`config.mk`:
```
export PLATFORM = sky130hd
export DESIGN_NAME = srw_ctrl
export DESIGN_NICKNAME = d
export VERILOG_FILES = /design/src/include/srw_pkg.sv /design/src/srw_ctrl.sv
export SDC_FILE = /design/constraint.sdc
export NUM_CORES = 1
export LEC_CHECK = 0
export BUFFER_PORTS_ARGS = -buffer_cell sky130_fd_sc_hd__buf_2
export CAP_MARGIN = 20
export CORE_ASPECT_RATIO = 0.8
export CORE_MARGIN = 1.5
export CORE_UTILIZATION = 48
export DETAILED_ROUTE_END_ITERATION = 8
export PLACE_DENSITY = 0.74
export SLEW_MARGIN = 10
export SYNTH_ARGS = -nofsm -noshare
export SYNTH_HDL_FRONTEND = slang
export SYNTH_SLANG_ARGS = --single-unit
```
`constraint.sdc`:
```
create_clock -name sys_clk -period 3.55 [get_ports sys_clk]
set_clock_uncertainty 0.05 [all_clocks]
set_input_delay 1.065 -clock sys_clk [delete_from_list [all_inputs] [get_ports sys_clk]]
set_output_delay 1.065 -clock sys_clk [all_outputs]
set_load 0.05 [all_outputs]
```
`src/include/srw_pkg.sv`:
```
// Constants for the stop-recovery and watchdog controller.
// Assumes a single 10 MHz core clock and a byte-wide register port.
package srw_pkg;
  // ----------------------------------------------------------------
  // Register offsets
  // ----------------------------------------------------------------
  localparam logic [7:0] ADDR_STOP_RECOVERY = 8'h0b;
  localparam logic [7:0] ADDR_WDOG_MODE = 8'h0c;
  localparam logic [7:0] ADDR_IRQ_STATUS = 8'h0d;
  localparam logic [7:0] ADDR_IRQ_MASK = 8'h0e;
  // ----------------------------------------------------------------
  // Field positions and reset values
  // ----------------------------------------------------------------
  localparam int SRC_FLAG_BIT = 7;
  localparam int SRC_POL_BIT = 6;
  localparam int SRC_DLY_BIT = 5;
  localparam int SRC_SEL_LO = 2;
  localparam int SRC_DIV_BIT = 0;
  localparam int WDM_TSEL_LO = 0;
  localparam int WDM_HALT_BIT = 2;
  localparam int WDM_STOP_BIT = 3;
  localparam logic [6:0] SRC_RST = 7'h00;
  localparam logic [7:0] WDM_RST = 8'h0c;
  localparam int IRQ_RECOV_BIT = 0;
  localparam int IRQ_WDOG_BIT = 1;
  localparam int IRQ_BROWN_BIT = 2;
  localparam int IRQ_W = 3;
  localparam logic [IRQ_W-1:0] IRQ_RST = 3'h0;
  // ----------------------------------------------------------------
  // Timing
  // ----------------------------------------------------------------
  localparam int CLK_HZ = 10_000_000;
  localparam int CYC_PER_MS = CLK_HZ / 1000;
  localparam int WD_T0_MS = 5;
  localparam int WD_T1_MS = 10;
  localparam int WD_T2_MS = 20;
  localparam int WD_T3_MS = 80;
  localparam int WD_T0_CYC = WD_T0_MS * CYC_PER_MS;
  localparam int WD_T1_CYC = WD_T1_MS * CYC_PER_MS;
  localparam int WD_T2_CYC = WD_T2_MS * CYC_PER_MS;
  localparam int WD_T3_CYC = WD_T3_MS * CYC_PER_MS;
  localparam int SHORT_RST_CYC = 18;
  localparam int POR_DLY_CYC = 64;
  localparam int DIV_W = 4;
  localparam logic [DIV_W-1:0] DIV_LAST = 4'hf;
  // ----------------------------------------------------------------
  // Sequencer states
  // ----------------------------------------------------------------
  typedef enum logic [1:0] {
    ST_RUN = 2'b00,
    ST_STOPPED = 2'b01,
    ST_DELAY = 2'b10,
    ST_BROWNOUT = 2'b11
  } srw_state_t;
endpackage : srw_pkg

```
`src/srw_ctrl.sv`:
```
// Stop-recovery, clock prescaler, reset sequencer and watchdog.
// Assumes all inputs synchronous to sys_clk; sys_rst is the power-on reset.
//
// Contract
// Recovery flag bit 7 is read-only, set on recovery, cleared by power-on.
// All other stop-recovery bits are write-only.
// Bit 6 picks low or high source level as the recovery trigger.
// Bit 5 picks the reset delay used after a stop recovery.
// Bits 4..2 pick which input is the recovery source.
// Bit 0 divides core and timer clocks by 16.
// Every stop recovery forces the divide-by-16 bit to zero.
// Watchdog timeout select gives 5, 10, 20 or 80 ms.
// Watchdog mode bit 2 keeps the watchdog counting in halt; default 1.
// Watchdog mode bit 3 keeps the watchdog counting in stop; default 1.
// Software selects the RC clock for the watchdog when used in stop; there is no RC clock here, it counts on sys_clk.
// Watchdog and 18-clock reset timers start on rising start inputs.
// A fixed option decides if the watchdog runs after power-on.
// Brown-out holds the global reset while supply is low.
// Leaving brown-out runs a full power-on reset sequence.
// Watchdog timeout resets through the power-on delay path.
`timescale 1ns/1ps
`default_nettype none
module srw_ctrl #(
  parameter int WD_CNT_W = 20,
  parameter int WD_T0 = srw_pkg::WD_T0_CYC,
  parameter int WD_T1 = srw_pkg::WD_T1_CYC,
  parameter int WD_T2 = srw_pkg::WD_T2_CYC,
  parameter int WD_T3 = srw_pkg::WD_T3_CYC,
  parameter int POR_DLY = srw_pkg::POR_DLY_CYC,
  parameter int NUM_SRC = 8
) (
  // Clock and power-on reset
  input wire logic sys_clk,
  input wire logic sys_rst,
  // Register port
  input wire logic [7:0] reg_addr,
  input wire logic [7:0] reg_wdata,
  input wire logic reg_wr,
  input wire logic reg_rd,
  output logic [7:0] reg_rdata,
  // Core power state
  input wire logic stop_enter,
  input wire logic halt_mode,
  input wire logic [NUM_SRC-1:0] recovery_src,
  // Reset and watchdog inputs
  input wire logic watchdog_timer_start,
  input wire logic short_reset_timer_start,
  input wire logic wdt_por_option,
  input wire logic brownout_low,
  // Outputs to the core
  output logic core_clk_en,
  output logic timer_interrupt_clock,
  output logic global_reset,
  output logic in_stop,
  output logic irq
);
  // ----------------------------------------------------------------
  // State record
  // ----------------------------------------------------------------
  localparam int DLY_W = 8;
  typedef struct packed {
    srw_pkg::srw_state_t state;
    logic flag;
    logic [6:0] src;
    logic [7:0] wdm;
    logic [srw_pkg::IRQ_W-1:0] ist;
    logic [srw_pkg::IRQ_W-1:0] imsk;
    logic [7:0] rdata;
    logic [srw_pkg::DIV_W-1:0] div_cnt;
    logic [DLY_W-1:0] dly_cnt;
    logic por_seq;
    logic wd_run;
    logic [WD_CNT_W-1:0] wd_cnt;
    logic wts_prev;
    logic srs_prev;
  } srw_regs_t;

  srw_regs_t s_ff;
  srw_regs_t nxt_s;

  // Refuse limits the counters cannot hold
  if (WD_T3 >= (2 ** WD_CNT_W) || WD_T0 < 1 || NUM_SRC != 8 ||
      POR_DLY < 1 || POR_DLY >= (2 ** DLY_W)) begin : g_bad_param
    $error("srw_ctrl: parameter out of range");
  end

  function automatic logic rise(input logic prev, input logic cur);
    rise = cur & ~prev;
  endfunction : rise

  // Watchdog limit, minus one, for the selected timeout
  function automatic logic [WD_CNT_W-1:0] wd_limit(input logic [1:0] sel);
    case (sel)
      2'b00: wd_limit = WD_CNT_W'(WD_T0 - 1);
      2'b01: wd_limit = WD_CNT_W'(WD_T1 - 1);
      2'b10: wd_limit = WD_CNT_W'(WD_T2 - 1);
      default: wd_limit = WD_CNT_W'(WD_T3 - 1);
    endcase
  endfunction : wd_limit

  // ----------------------------------------------------------------
  // Combinational decode
  // ----------------------------------------------------------------
  logic wts_rise;
  logic srs_rise;
  logic src_hit;
  logic recov;
  logic wd_active;
  logic wd_expire;
  logic div_tick;

  // start on rising edge
  assign wts_rise = rise(s_ff.wts_prev, watchdog_timer_start);
  assign srs_rise = rise(s_ff.srs_prev, short_reset_timer_start);
  // selected source, level polarity
  assign src_hit = recovery_src[s_ff.src[srw_pkg::SRC_SEL_LO +: 3]] ==
                   s_ff.src[srw_pkg::SRC_POL_BIT];
  assign recov = (s_ff.state == srw_pkg::ST_STOPPED) & src_hit &
                 ~brownout_low;
  // halt and stop gating
  assign wd_active = s_ff.wd_run & ~wts_rise &
    (((s_ff.state == srw_pkg::ST_RUN) &
      ~(halt_mode & ~s_ff.wdm[srw_pkg::WDM_HALT_BIT])) |
     ((s_ff.state == srw_pkg::ST_STOPPED) &
      s_ff.wdm[srw_pkg::WDM_STOP_BIT]));
  // timeout compare
  assign wd_expire = wd_active & ~brownout_low &
    (s_ff.wd_cnt >= wd_limit(s_ff.wdm[srw_pkg::WDM_TSEL_LO +: 2]));
  // divide-by-16 tick
  assign div_tick = ~s_ff.src[srw_pkg::SRC_DIV_BIT] |
                    (s_ff.div_cnt == srw_pkg::DIV_LAST);

  // ----------------------------------------------------------------
  // Next state
  // ----------------------------------------------------------------
  always_comb begin
    nxt_s = s_ff;
    nxt_s.wts_prev = watchdog_timer_start;
    nxt_s.srs_prev = short_reset_timer_start;
    nxt_s.div_cnt = s_ff.div_cnt + 4'h1;
    nxt_s.rdata = 8'h00;
    // Register reads
    if (reg_rd) begin
      case (reg_addr)
        // only the flag is readable
        srw_pkg::ADDR_STOP_RECOVERY: nxt_s.rdata = {s_ff.flag, 7'h00};
        srw_pkg::ADDR_IRQ_STATUS: nxt_s.rdata = {5'h00, s_ff.ist};
        srw_pkg::ADDR_IRQ_MASK: nxt_s.rdata = {5'h00, s_ff.imsk};
        default: nxt_s.rdata = 8'h00;
      endcase
    end
    // Register writes; hardware events below take priority
    if (reg_wr) begin
      case (reg_addr)
        // flag bit ignores writes
        srw_pkg::ADDR_STOP_RECOVERY: nxt_s.src = reg_wdata[6:0];
        srw_pkg::ADDR_WDOG_MODE: nxt_s.wdm = reg_wdata;
        srw_pkg::ADDR_IRQ_STATUS: nxt_s.ist = s_ff.ist & ~reg_wdata[2:0];
        srw_pkg::ADDR_IRQ_MASK: nxt_s.imsk = reg_wdata[2:0];
        default: nxt_s.imsk = nxt_s.imsk;
      endcase
    end
    // Watchdog counter
    if (wts_rise) begin
      // restart on rising start input
      nxt_s.wd_run = 1'b1;
      nxt_s.wd_cnt = '0;
    end else if (wd_active) begin
      nxt_s.wd_cnt = s_ff.wd_cnt + WD_CNT_W'(1);
    end
    // Sequencer
    case (s_ff.state)
      srw_pkg::ST_RUN: begin
        if (wd_expire) begin
          // timeout uses power-on delay
          nxt_s.state = srw_pkg::ST_DELAY;
          nxt_s.dly_cnt = DLY_W'(POR_DLY);
          nxt_s.por_seq = 1'b1;
          nxt_s.wd_cnt = '0;
          nxt_s.ist[srw_pkg::IRQ_WDOG_BIT] = 1'b1;
        end else if (srs_rise) begin
          // short reset timer start
          nxt_s.state = srw_pkg::ST_DELAY;
          nxt_s.dly_cnt = DLY_W'(srw_pkg::SHORT_RST_CYC);
          nxt_s.por_seq = 1'b0;
        end else if (stop_enter) begin
          nxt_s.state = srw_pkg::ST_STOPPED;
        end
      end
      srw_pkg::ST_STOPPED: begin
        if (wd_expire) begin
          nxt_s.state = srw_pkg::ST_DELAY;
          nxt_s.dly_cnt = DLY_W'(POR_DLY);
          nxt_s.por_seq = 1'b1;
          nxt_s.wd_cnt = '0;
          nxt_s.ist[srw_pkg::IRQ_WDOG_BIT] = 1'b1;
        end else if (recov) begin
          // flag set on recovery
          nxt_s.flag = 1'b1;
          // prescaler bypassed after recovery
          nxt_s.src[srw_pkg::SRC_DIV_BIT] = 1'b0;
          nxt_s.state = srw_pkg::ST_DELAY;
          // delay choice
          nxt_s.dly_cnt = s_ff.src[srw_pkg::SRC_DLY_BIT] ?
                          DLY_W'(POR_DLY) : DLY_W'(srw_pkg::SHORT_RST_CYC);
          nxt_s.por_seq = 1'b0;
          nxt_s.ist[srw_pkg::IRQ_RECOV_BIT] = 1'b1;
        end
      end
      srw_pkg::ST_DELAY: begin
        nxt_s.dly_cnt = s_ff.dly_cnt - DLY_W'(1);
        if (s_ff.dly_cnt <= DLY_W'(1)) begin
          nxt_s.state = srw_pkg::ST_RUN;
          if (s_ff.por_seq) begin
            // power-on watchdog option
            nxt_s.wd_run = wdt_por_option;
            nxt_s.wd_cnt = '0;
          end
        end
      end
      srw_pkg::ST_BROWNOUT: begin
        if (!brownout_low) begin
          // full power-on sequence
          nxt_s.state = srw_pkg::ST_DELAY;
          nxt_s.dly_cnt = DLY_W'(POR_DLY);
          nxt_s.por_seq = 1'b1;
        end
      end
      default: nxt_s.state = srw_pkg::ST_RUN;
    endcase
    // brown-out overrides all else
    if (brownout_low) begin
      nxt_s.state = srw_pkg::ST_BROWNOUT;
      nxt_s.wd_run = 1'b0;
      nxt_s.wd_cnt = '0;
      nxt_s.ist[srw_pkg::IRQ_BROWN_BIT] = 1'b1;
    end
  end

  // ----------------------------------------------------------------
  // Registers
  // ----------------------------------------------------------------
  always_ff @(posedge sys_clk) begin
    if (sys_rst) begin
      // Power-on enters the delay path; option is read at its end
      s_ff <= '{state: srw_pkg::ST_DELAY, flag: 1'b0,
                src: srw_pkg::SRC_RST, wdm: srw_pkg::WDM_RST,
                ist: srw_pkg::IRQ_RST, imsk: srw_pkg::IRQ_RST,
                rdata: 8'h00, div_cnt: '0,
                dly_cnt: DLY_W'(POR_DLY), por_seq: 1'b1,
                wd_run: 1'b0, wd_cnt: '0,
                wts_prev: 1'b1, srs_prev: 1'b1};
    end else begin
      s_ff <= nxt_s;
    end
  end

  // ----------------------------------------------------------------
  // Outputs
  // ----------------------------------------------------------------
  assign reg_rdata = s_ff.rdata;
  // both clocks share the prescaler
  assign core_clk_en = div_tick & (s_ff.state == srw_pkg::ST_RUN) &
                       ~halt_mode;
  assign timer_interrupt_clock = div_tick &
                                 (s_ff.state == srw_pkg::ST_RUN);
  // reset held through delay and brown-out
  assign global_reset = s_ff.state[1];
  assign in_stop = s_ff.state == srw_pkg::ST_STOPPED;
  assign irq = |(s_ff.ist & s_ff.imsk);

  // ----------------------------------------------------------------
  // Checks
  // ----------------------------------------------------------------
  property p_flag_ro;
    @(posedge sys_clk) disable iff (sys_rst)
    (reg_wr && reg_addr == srw_pkg::ADDR_STOP_RECOVERY && !recov)
      |=> s_ff.flag == $past(s_ff.flag);
  endproperty
  a_flag_ro: assert property (p_flag_ro)
    else $error("recovery flag changed by a write");

  property p_wo_read;
    @(posedge sys_clk) disable iff (sys_rst)
    (reg_rd && reg_addr == srw_pkg::ADDR_STOP_RECOVERY)
      |=> reg_rdata[6:0] == 7'h00 && reg_rdata[7] == $past(s_ff.flag);
  endproperty
  a_wo_read: assert property (p_wo_read)
    else $error("write-only bits visible on read");

  property p_recov_go;
    @(posedge sys_clk) disable iff (sys_rst)
    (s_ff.state == srw_pkg::ST_STOPPED && src_hit && !brownout_low &&
     !wd_expire) |=> global_reset && s_ff.flag;
  endproperty
  a_recov_go: assert property (p_recov_go)
    else $error("selected source level did not recover");

  property p_recov_dly;
    @(posedge sys_clk) disable iff (sys_rst)
    (recov && !wd_expire) |=> s_ff.dly_cnt ==
      ($past(s_ff.src[srw_pkg::SRC_DLY_BIT]) ? DLY_W'(POR_DLY) :
       DLY_W'(srw_pkg::SHORT_RST_CYC));
  endproperty
  a_recov_dly: assert property (p_recov_dly)
    else $error("wrong reset delay after recovery");

  property p_div_clr;
    @(posedge sys_clk) disable iff (sys_rst)
    (recov && !wd_expire) |=> !s_ff.src[srw_pkg::SRC_DIV_BIT];
  endproperty
  a_div_clr: assert property (p_div_clr)
    else $error("prescaler not bypassed after recovery");

  property p_halt_hold;
    @(posedge sys_clk) disable iff (sys_rst)
    (s_ff.state == srw_pkg::ST_RUN && halt_mode &&
     !s_ff.wdm[srw_pkg::WDM_HALT_BIT] && !wts_rise && !brownout_low)
      |=> s_ff.wd_cnt == $past(s_ff.wd_cnt);
  endproperty
  a_halt_hold: assert property (p_halt_hold)
    else $error("watchdog counted in halt while disabled");

  property p_brown;
    @(posedge sys_clk) disable iff (sys_rst)
    brownout_low |=> global_reset && s_ff.state == srw_pkg::ST_BROWNOUT;
  endproperty
  a_brown: assert property (p_brown)
    else $error("brown-out did not hold reset");

  property p_brown_por;
    @(posedge sys_clk) disable iff (sys_rst)
    (s_ff.state == srw_pkg::ST_BROWNOUT && !brownout_low)
      |=> s_ff.por_seq && s_ff.dly_cnt == DLY_W'(POR_DLY) && global_reset;
  endproperty
  a_brown_por: assert property (p_brown_por)
    else $error("brown-out exit skipped power-on sequence");

  property p_wd_reset;
    @(posedge sys_clk) disable iff (sys_rst)
    wd_expire |=> s_ff.state == srw_pkg::ST_DELAY && s_ff.por_seq &&
      s_ff.ist[srw_pkg::IRQ_WDOG_BIT];
  endproperty
  a_wd_reset: assert property (p_wd_reset)
    else $error("watchdog timeout did not reset");
endmodule : srw_ctrl
`default_nettype wire

```
Yosys cells after proc, flatten, opt, wreduce, memory -nomap -nowiden
Cells that the tools add are included.
{"block": "op_classes", "n_addsub": 3, "n_lt_le_gt_ge": 3, "n_eq_ne": 19, "mux": 42, "bitwise_logic": 28, "n_reduce_logical": 18}
{"operator": "two-way mux 20 bit", "count": 3}
{"operator": "one-hot mux 20 bit (3 select lines)", "count": 1}
{"operator": "two-way mux 9 bit", "count": 5}
{"operator": "two-way mux 21 bit", "count": 2}
{"operator": "one-hot mux 20 bit (2 select lines)", "count": 1}
{"operator": "equality test 8 x 4 -> 1 bit (second input constant)", "count": 4}
{"operator": "one-hot mux 8 bit (4 select lines)", "count": 1}
{"operator": "one-hot mux 8 bit (3 select lines)", "count": 1}
{"operator": "adder 20 x 1 -> 20 bit (second input constant)", "count": 1}
{"operator": ">= comparator 20 bit", "count": 1}
{"operator": "two-way mux 15 bit", "count": 1}
{"operator": "two-way mux 1 bit", "count": 14}
{"operator": "AND 1 bit", "count": 13}
{"operator": "AND reduction 3 bit", "count": 4}
{"operator": "two-way mux 2 bit", "count": 5}
{"operator": "NOT 1 bit", "count": 10}
{"operator": "two-way mux 3 bit", "count": 3}
{"operator": "<= comparator 8 x 1 -> 1 bit (second input constant)", "count": 1}
{"operator": "two-way mux 8 bit", "count": 1}
{"operator": "one-hot mux 2 bit (4 select lines)", "count": 1}
{"operator": "AND reduction 2 bit", "count": 4}
{"operator": "subtractor 8 x 1 -> 8 bit (second input constant)", "count": 1}
{"operator": "two-way mux 7 bit", "count": 1}
{"operator": "AND 3 bit", "count": 2}
{"operator": "other kinds (22)", "count": 32}
{"block": "word_totals", "ff_bits": 68, "in_bits": 34, "out_inout_bits": 13}

Longest topological paths before layout
{"block": "logic_depth", "ltp_word": 11, "depth_mapped": 11, "ltp_nobuf": 10}

Least setup slack after synthesis
No wires, ideal clock.
{"block": "synth_path", "kind": "register to output", "start": "register s_ff (netlist bit global_reset)", "end": "output port core_clk_en", "t_arrival_ps": 2738, "required_ps": 2435, "setup_slack_ps": -303, "stages_incl_launch_ff": 4, "cell_sequence": "dfxtp_1 -> buf_2 -> a211oi_1 -> nor2b_1"}
{"block": "synth_between", "elab_chain_cells": 3}
{"element": "start: declaration", "line": "srw_ctrl.sv:78", "rtl": "srw_regs_t s_ff;"}
{"element": "start signal: assignment", "line": "srw_ctrl.sv:246", "rtl": "s_ff <= '{state: srw_pkg::ST_DELAY, flag: 1'b0,"}
{"element": "start signal: assignment", "line": "srw_ctrl.sv:254", "rtl": "s_ff <= nxt_s;"}
{"element": "zero test 2 bit"}
{"element": "AND 1 bit"}
{"element": "via timer_interrupt_clock", "line": "srw_ctrl.sv:52", "rtl": "output logic timer_interrupt_clock,"}
{"element": "AND 1 bit", "line": "srw_ctrl.sv:263", "rtl": "assign core_clk_en = div_tick & (s_ff.state == srw_pkg::ST_RUN) &"}
{"element": "end: declaration", "line": "srw_ctrl.sv:51", "rtl": "output logic core_clk_en,"}
The timed path passes the listed nets, and every way through them passes these cells.

Final worst setup path
{"block": "layout_path", "start": "register s_ff[50] (netlist name)", "end": "register s_ff[27] (netlist name)"}
{"block": "layout_between", "elab_chain_cells": 6, "elab_cells_between_ends": 12}
{"element": "equality test 2 bit (tied with other cells)", "line": "srw_ctrl.sv:93", "rtl": "case (sel)"}
{"element": "one-hot mux 20 bit (3 select lines) *", "line": "srw_ctrl.sv:93"}
{"element": ">= comparator 20 bit *", "line": "srw_ctrl.sv:128", "rtl": "(s_ff.wd_cnt >= wd_limit(s_ff.wdm[srw_pkg::WDM_TSEL_LO +: 2]));"}
{"element": "AND 1 bit *", "line": "srw_ctrl.sv:127", "rtl": "assign wd_expire = wd_active & ~brownout_low &"}
{"element": "two-way mux 9 bit (tied with other cells)", "line": "srw_ctrl.sv:191", "rtl": "if (wd_expire) begin"}
{"element": "one-hot mux 8 bit (4 select lines) or AND reduction 3 bit (tied branches)"}
Every way passes the cells marked *; elsewhere a longest branch is shown, timed or not.
A chain may end at the register's enable or synchronous reset.

==> key figures <==
Run status
  – Status: completed

GRT
  – Initial antenna violation count: 0
  – First-pass GRT wire length: between 10 and 15 mm
  – Largest net degree at the start of global routing: 30
  – Vias in the first global route: 2,686
  – Remaining global-route overflow: 0
  – GRT Util Overall: just over 20%

Worst setup path
  – Crit. End Element: register
  – CP required: around 3.8 ns
  – Critical path, cell by cell: inv_1, ha_1, o21bai_1, ha_1, nand2_1, o21a_1, o21ai_0, a22oi_2, buf_4, buf_4, a2111oi_4, mux2i_1
  – Family with the most delay on the worst path: compound AO/OA/AOI/OAI gates
  – Crit-path slowest cell: dfxtp_1
  – Crit path kind: register to register
  – Critical Path Fanout Max: 12
  – Startpoint types: register
  – CP bufs+invs: 3
  – Critical Path Max Stage Delay: ~0.47 ns
  – Arrival time at the worst endpoint: 3.25 ns

Placed design
  – Dpl cell area: about 0.0036 mm2
  – Placed cells: 499
  – # port buffers: slightly above 40
  – Global placement routability congestion: roughly 0.85
  – Post-detail-place hpwl: approximately 5.4 mm

Route
  – DR pass1 iterations: 4
  – Drt via density: about 5.4
  – DRT antenna net count: 0
  – DR vias: 2,822
  – Drt wl/cell: about 14 um
  – DR DRC count: 0
  – Total Wirelength: ~7 mm
  – Detailed Route Iter0 Violations: 86

Logic synthesis
  – Synth top area share: 35.1%
  – Seq/Total Area, Yosys: 35.1%
  – Top FF cell, synth: dfxtp_1
  – Number of synthesized flops with an enable pin: 0
  – Gate Count Post-Synth: about 380
  – Area contributors post-synth: dfxtp_1 (35%), ha_1 (9.7%), nor2_1 (5.7%), mux2i_1 (4.5%), xnor2_1 (3.9%)
  – Top-count cell post-synth: dfxtp_1
  – Unique masters post-synth: between 50 and 60
  – Area leader, netlist: dfxtp_1
  – Post-Syn Area: roughly 0.0034 mm2
  – Warnings, synthesis: 0
  – Top cell types by occurrence after synthesis: dfxtp_1 (59), nor2_1 (51), nand2_1 (27)
  – Register bit total from synthesis: 59
  – Post-synthesis area per instance: 8.80 um2
  – Post-synth ARST share: 0%

Floorplan
  – Die width: about 97 um
  – Full die area: ~0.0075 mm2
  – Chip Height: about 78 um
  – Initial Util: between 40% and 50%
  – Core Region: 0.00682 mm2
  – Rows: 27
  – # IOs: between 40 and 50

STA
  – Final hold vios: 0
  – Minimum clock period: around 3.0 ns
  – Relative slew slack: between 60% and 70%
  – Setup TNS: 0 ns
  – Final setup viols: 0
  – Slew @ Worst Pin: about 0.55 ns
  – Tcrit/Tclk final: between 80% and 90%
  – Max Clk Rate: about 330 MHz
  – RSZ-0062 raised after global routing: no
  – Final slew viol count: 0

Power and ir drop
  – Power density cells: ~370 mW/mm2
  – VDD IR max: 0.252 mV
  – Sw power: between 400 and 500 uW
  – LEAKAGE: ~0.0015 uW
  – Sequential share of power: between 40% and 50%
  – Logic pwr share: around an eighth
  – Clock Power Share: between 30% and 40%
  – Sw Share: 28.6%
  – Total Power: about 1400 uW
  – Int Pwr: around 1000 uW

Finish
  – Final Non-Filler Cells: ~520
  – Layout cells sized above 1: between 10% and 20%
  – # diodes: 0
  – Finished layout cell area: approximately 0.0038 mm2
  – Area grow syn2layout: 13.7%
  – Fin util: ~56%
  – Layout Nets: approximately 490

Clock network
  – CTS resizes: 0
  – CTS tree: yes
  – Max Buffers Root-to-Sink: 2
  – # hold bufs at CTS: 0
  – Worst skew pair latency: between 0.3 and 0.4 ns
  – Number of buffers created by CTS: 9
  – Root Driver: clkbuf_8
  – Clock sink total: roughly 60
  – CTS clk-pin slew, worst paths: 0.07 ns
  – Htree depth: 3

Job
  – Max_cap viols: 0

Worst hold path
  – Hold crit path type: register to register
==> registers in the layout, indices dropped and copies added (netlist names) <==
signal        cells
global_reset      1
reg_rdata         4
s_ff             54
==> power by group through the flow <==
| stage | registers [uW] | clock network, uW | logic [uW] |
|---|---|---|---|
| after floorplan | 719 | 0 | 139 |
| after global placement | 723 | 0 | 179 |
| after detailed placement | 726 | 0 | 183 |
| after CTS | 710 | 552 | 186 |
| after global routing | 714 | 582 | 207 |
| final | 711 | 527 | 186 |
==> layout by cell type (no fill, tap or decap), drive strengths merged, types with 5 or more instances in the layout <==
cell and instances:
nor3 11, and2 5, nand4 13, buf 49
mux2i 15, and3 5, ha 26, nand3b 5
nand3 20, nand2 27, o21ai 6, inv 20
dfxtp 59, clkbuf 10, nor2 51, nor2b 10
xnor2 15, a21oi 16, xor2 6
==> kinds of logic after synthesis <==
family,share of synthesized area (%)
buffers and inverters,5.25
other,0.112
xor gates and xnor gates,5.69
adders and majority gates,9.68
DFF,35.1
AOI/OAI and AO/OA,14.0
and+or+nand+nor,24.4
muxes,5.81
==> metrics by stage <==
stage | hold slack [ns] | worst slack, ns
floorplan | 0.368 | 0.222
global placement | 0.380 | 0.389
detailed placement | 0.407 | 0.292
CTS | 0.417 | 0.278
global route | 0.436 | 0.222
finish | 0.416 | 0.512
==> tightest hold or removal path: stages, from the launching register on <==
cell and delay (ns):
dfxtp_1 0.31, inv_1 0.05, a21oi_1 0.05
==> path summary, 6_finish.rpt <==
check | depth (start not counted) | start | to | slack, ns
setup / recovery | 12 | s_ff[50]$_SDFFE_PP0P_ | s_ff[27]$_SDFFE_PP0P_ | 0.51
hold / removal | 2 | s_ff[65]$_SDFFE_PP0P_ | s_ff[65]$_SDFFE_PP0P_ | 0.42
setup reg to reg | 12 | s_ff[50]$_SDFFE_PP0P_ | s_ff[27]$_SDFFE_PP0P_ | 0.51
hold reg to reg | 2 | s_ff[65]$_SDFFE_PP0P_ | s_ff[65]$_SDFFE_PP0P_ | 0.42
==> area by class of cell <==
| class | count | area (um2) |
|---|---|---|
| clock inverters | 6 | 42.5 |
| fillers | 638 | 3000 |
| inverters | 20 | 75.1 |
| clock buffers | 10 | 128 |
| flip-flops and latches | 59 | 1180 |
| repair buffers | 49 | 265 |
| multi-input cells | 288 | 2020 |
| well taps | 87 | 109 |
==> routing by layer <==
metal	GRT usage, %	vias to the layer above	wire length, um
met5	0	-	0
met4	6.38	0	39
met3	5.69	6	329
met2	32.5	58	3340
met1	27.4	1324	3450
li1	-	1434	-
==> what timing repair did <==
action	in CTS	in global routing
endpoints found under the hold margin	0	0
setup endpoints to repair	0	19
setup buffers	0	4
Note: power is estimated with default switching activity, not from simulation.
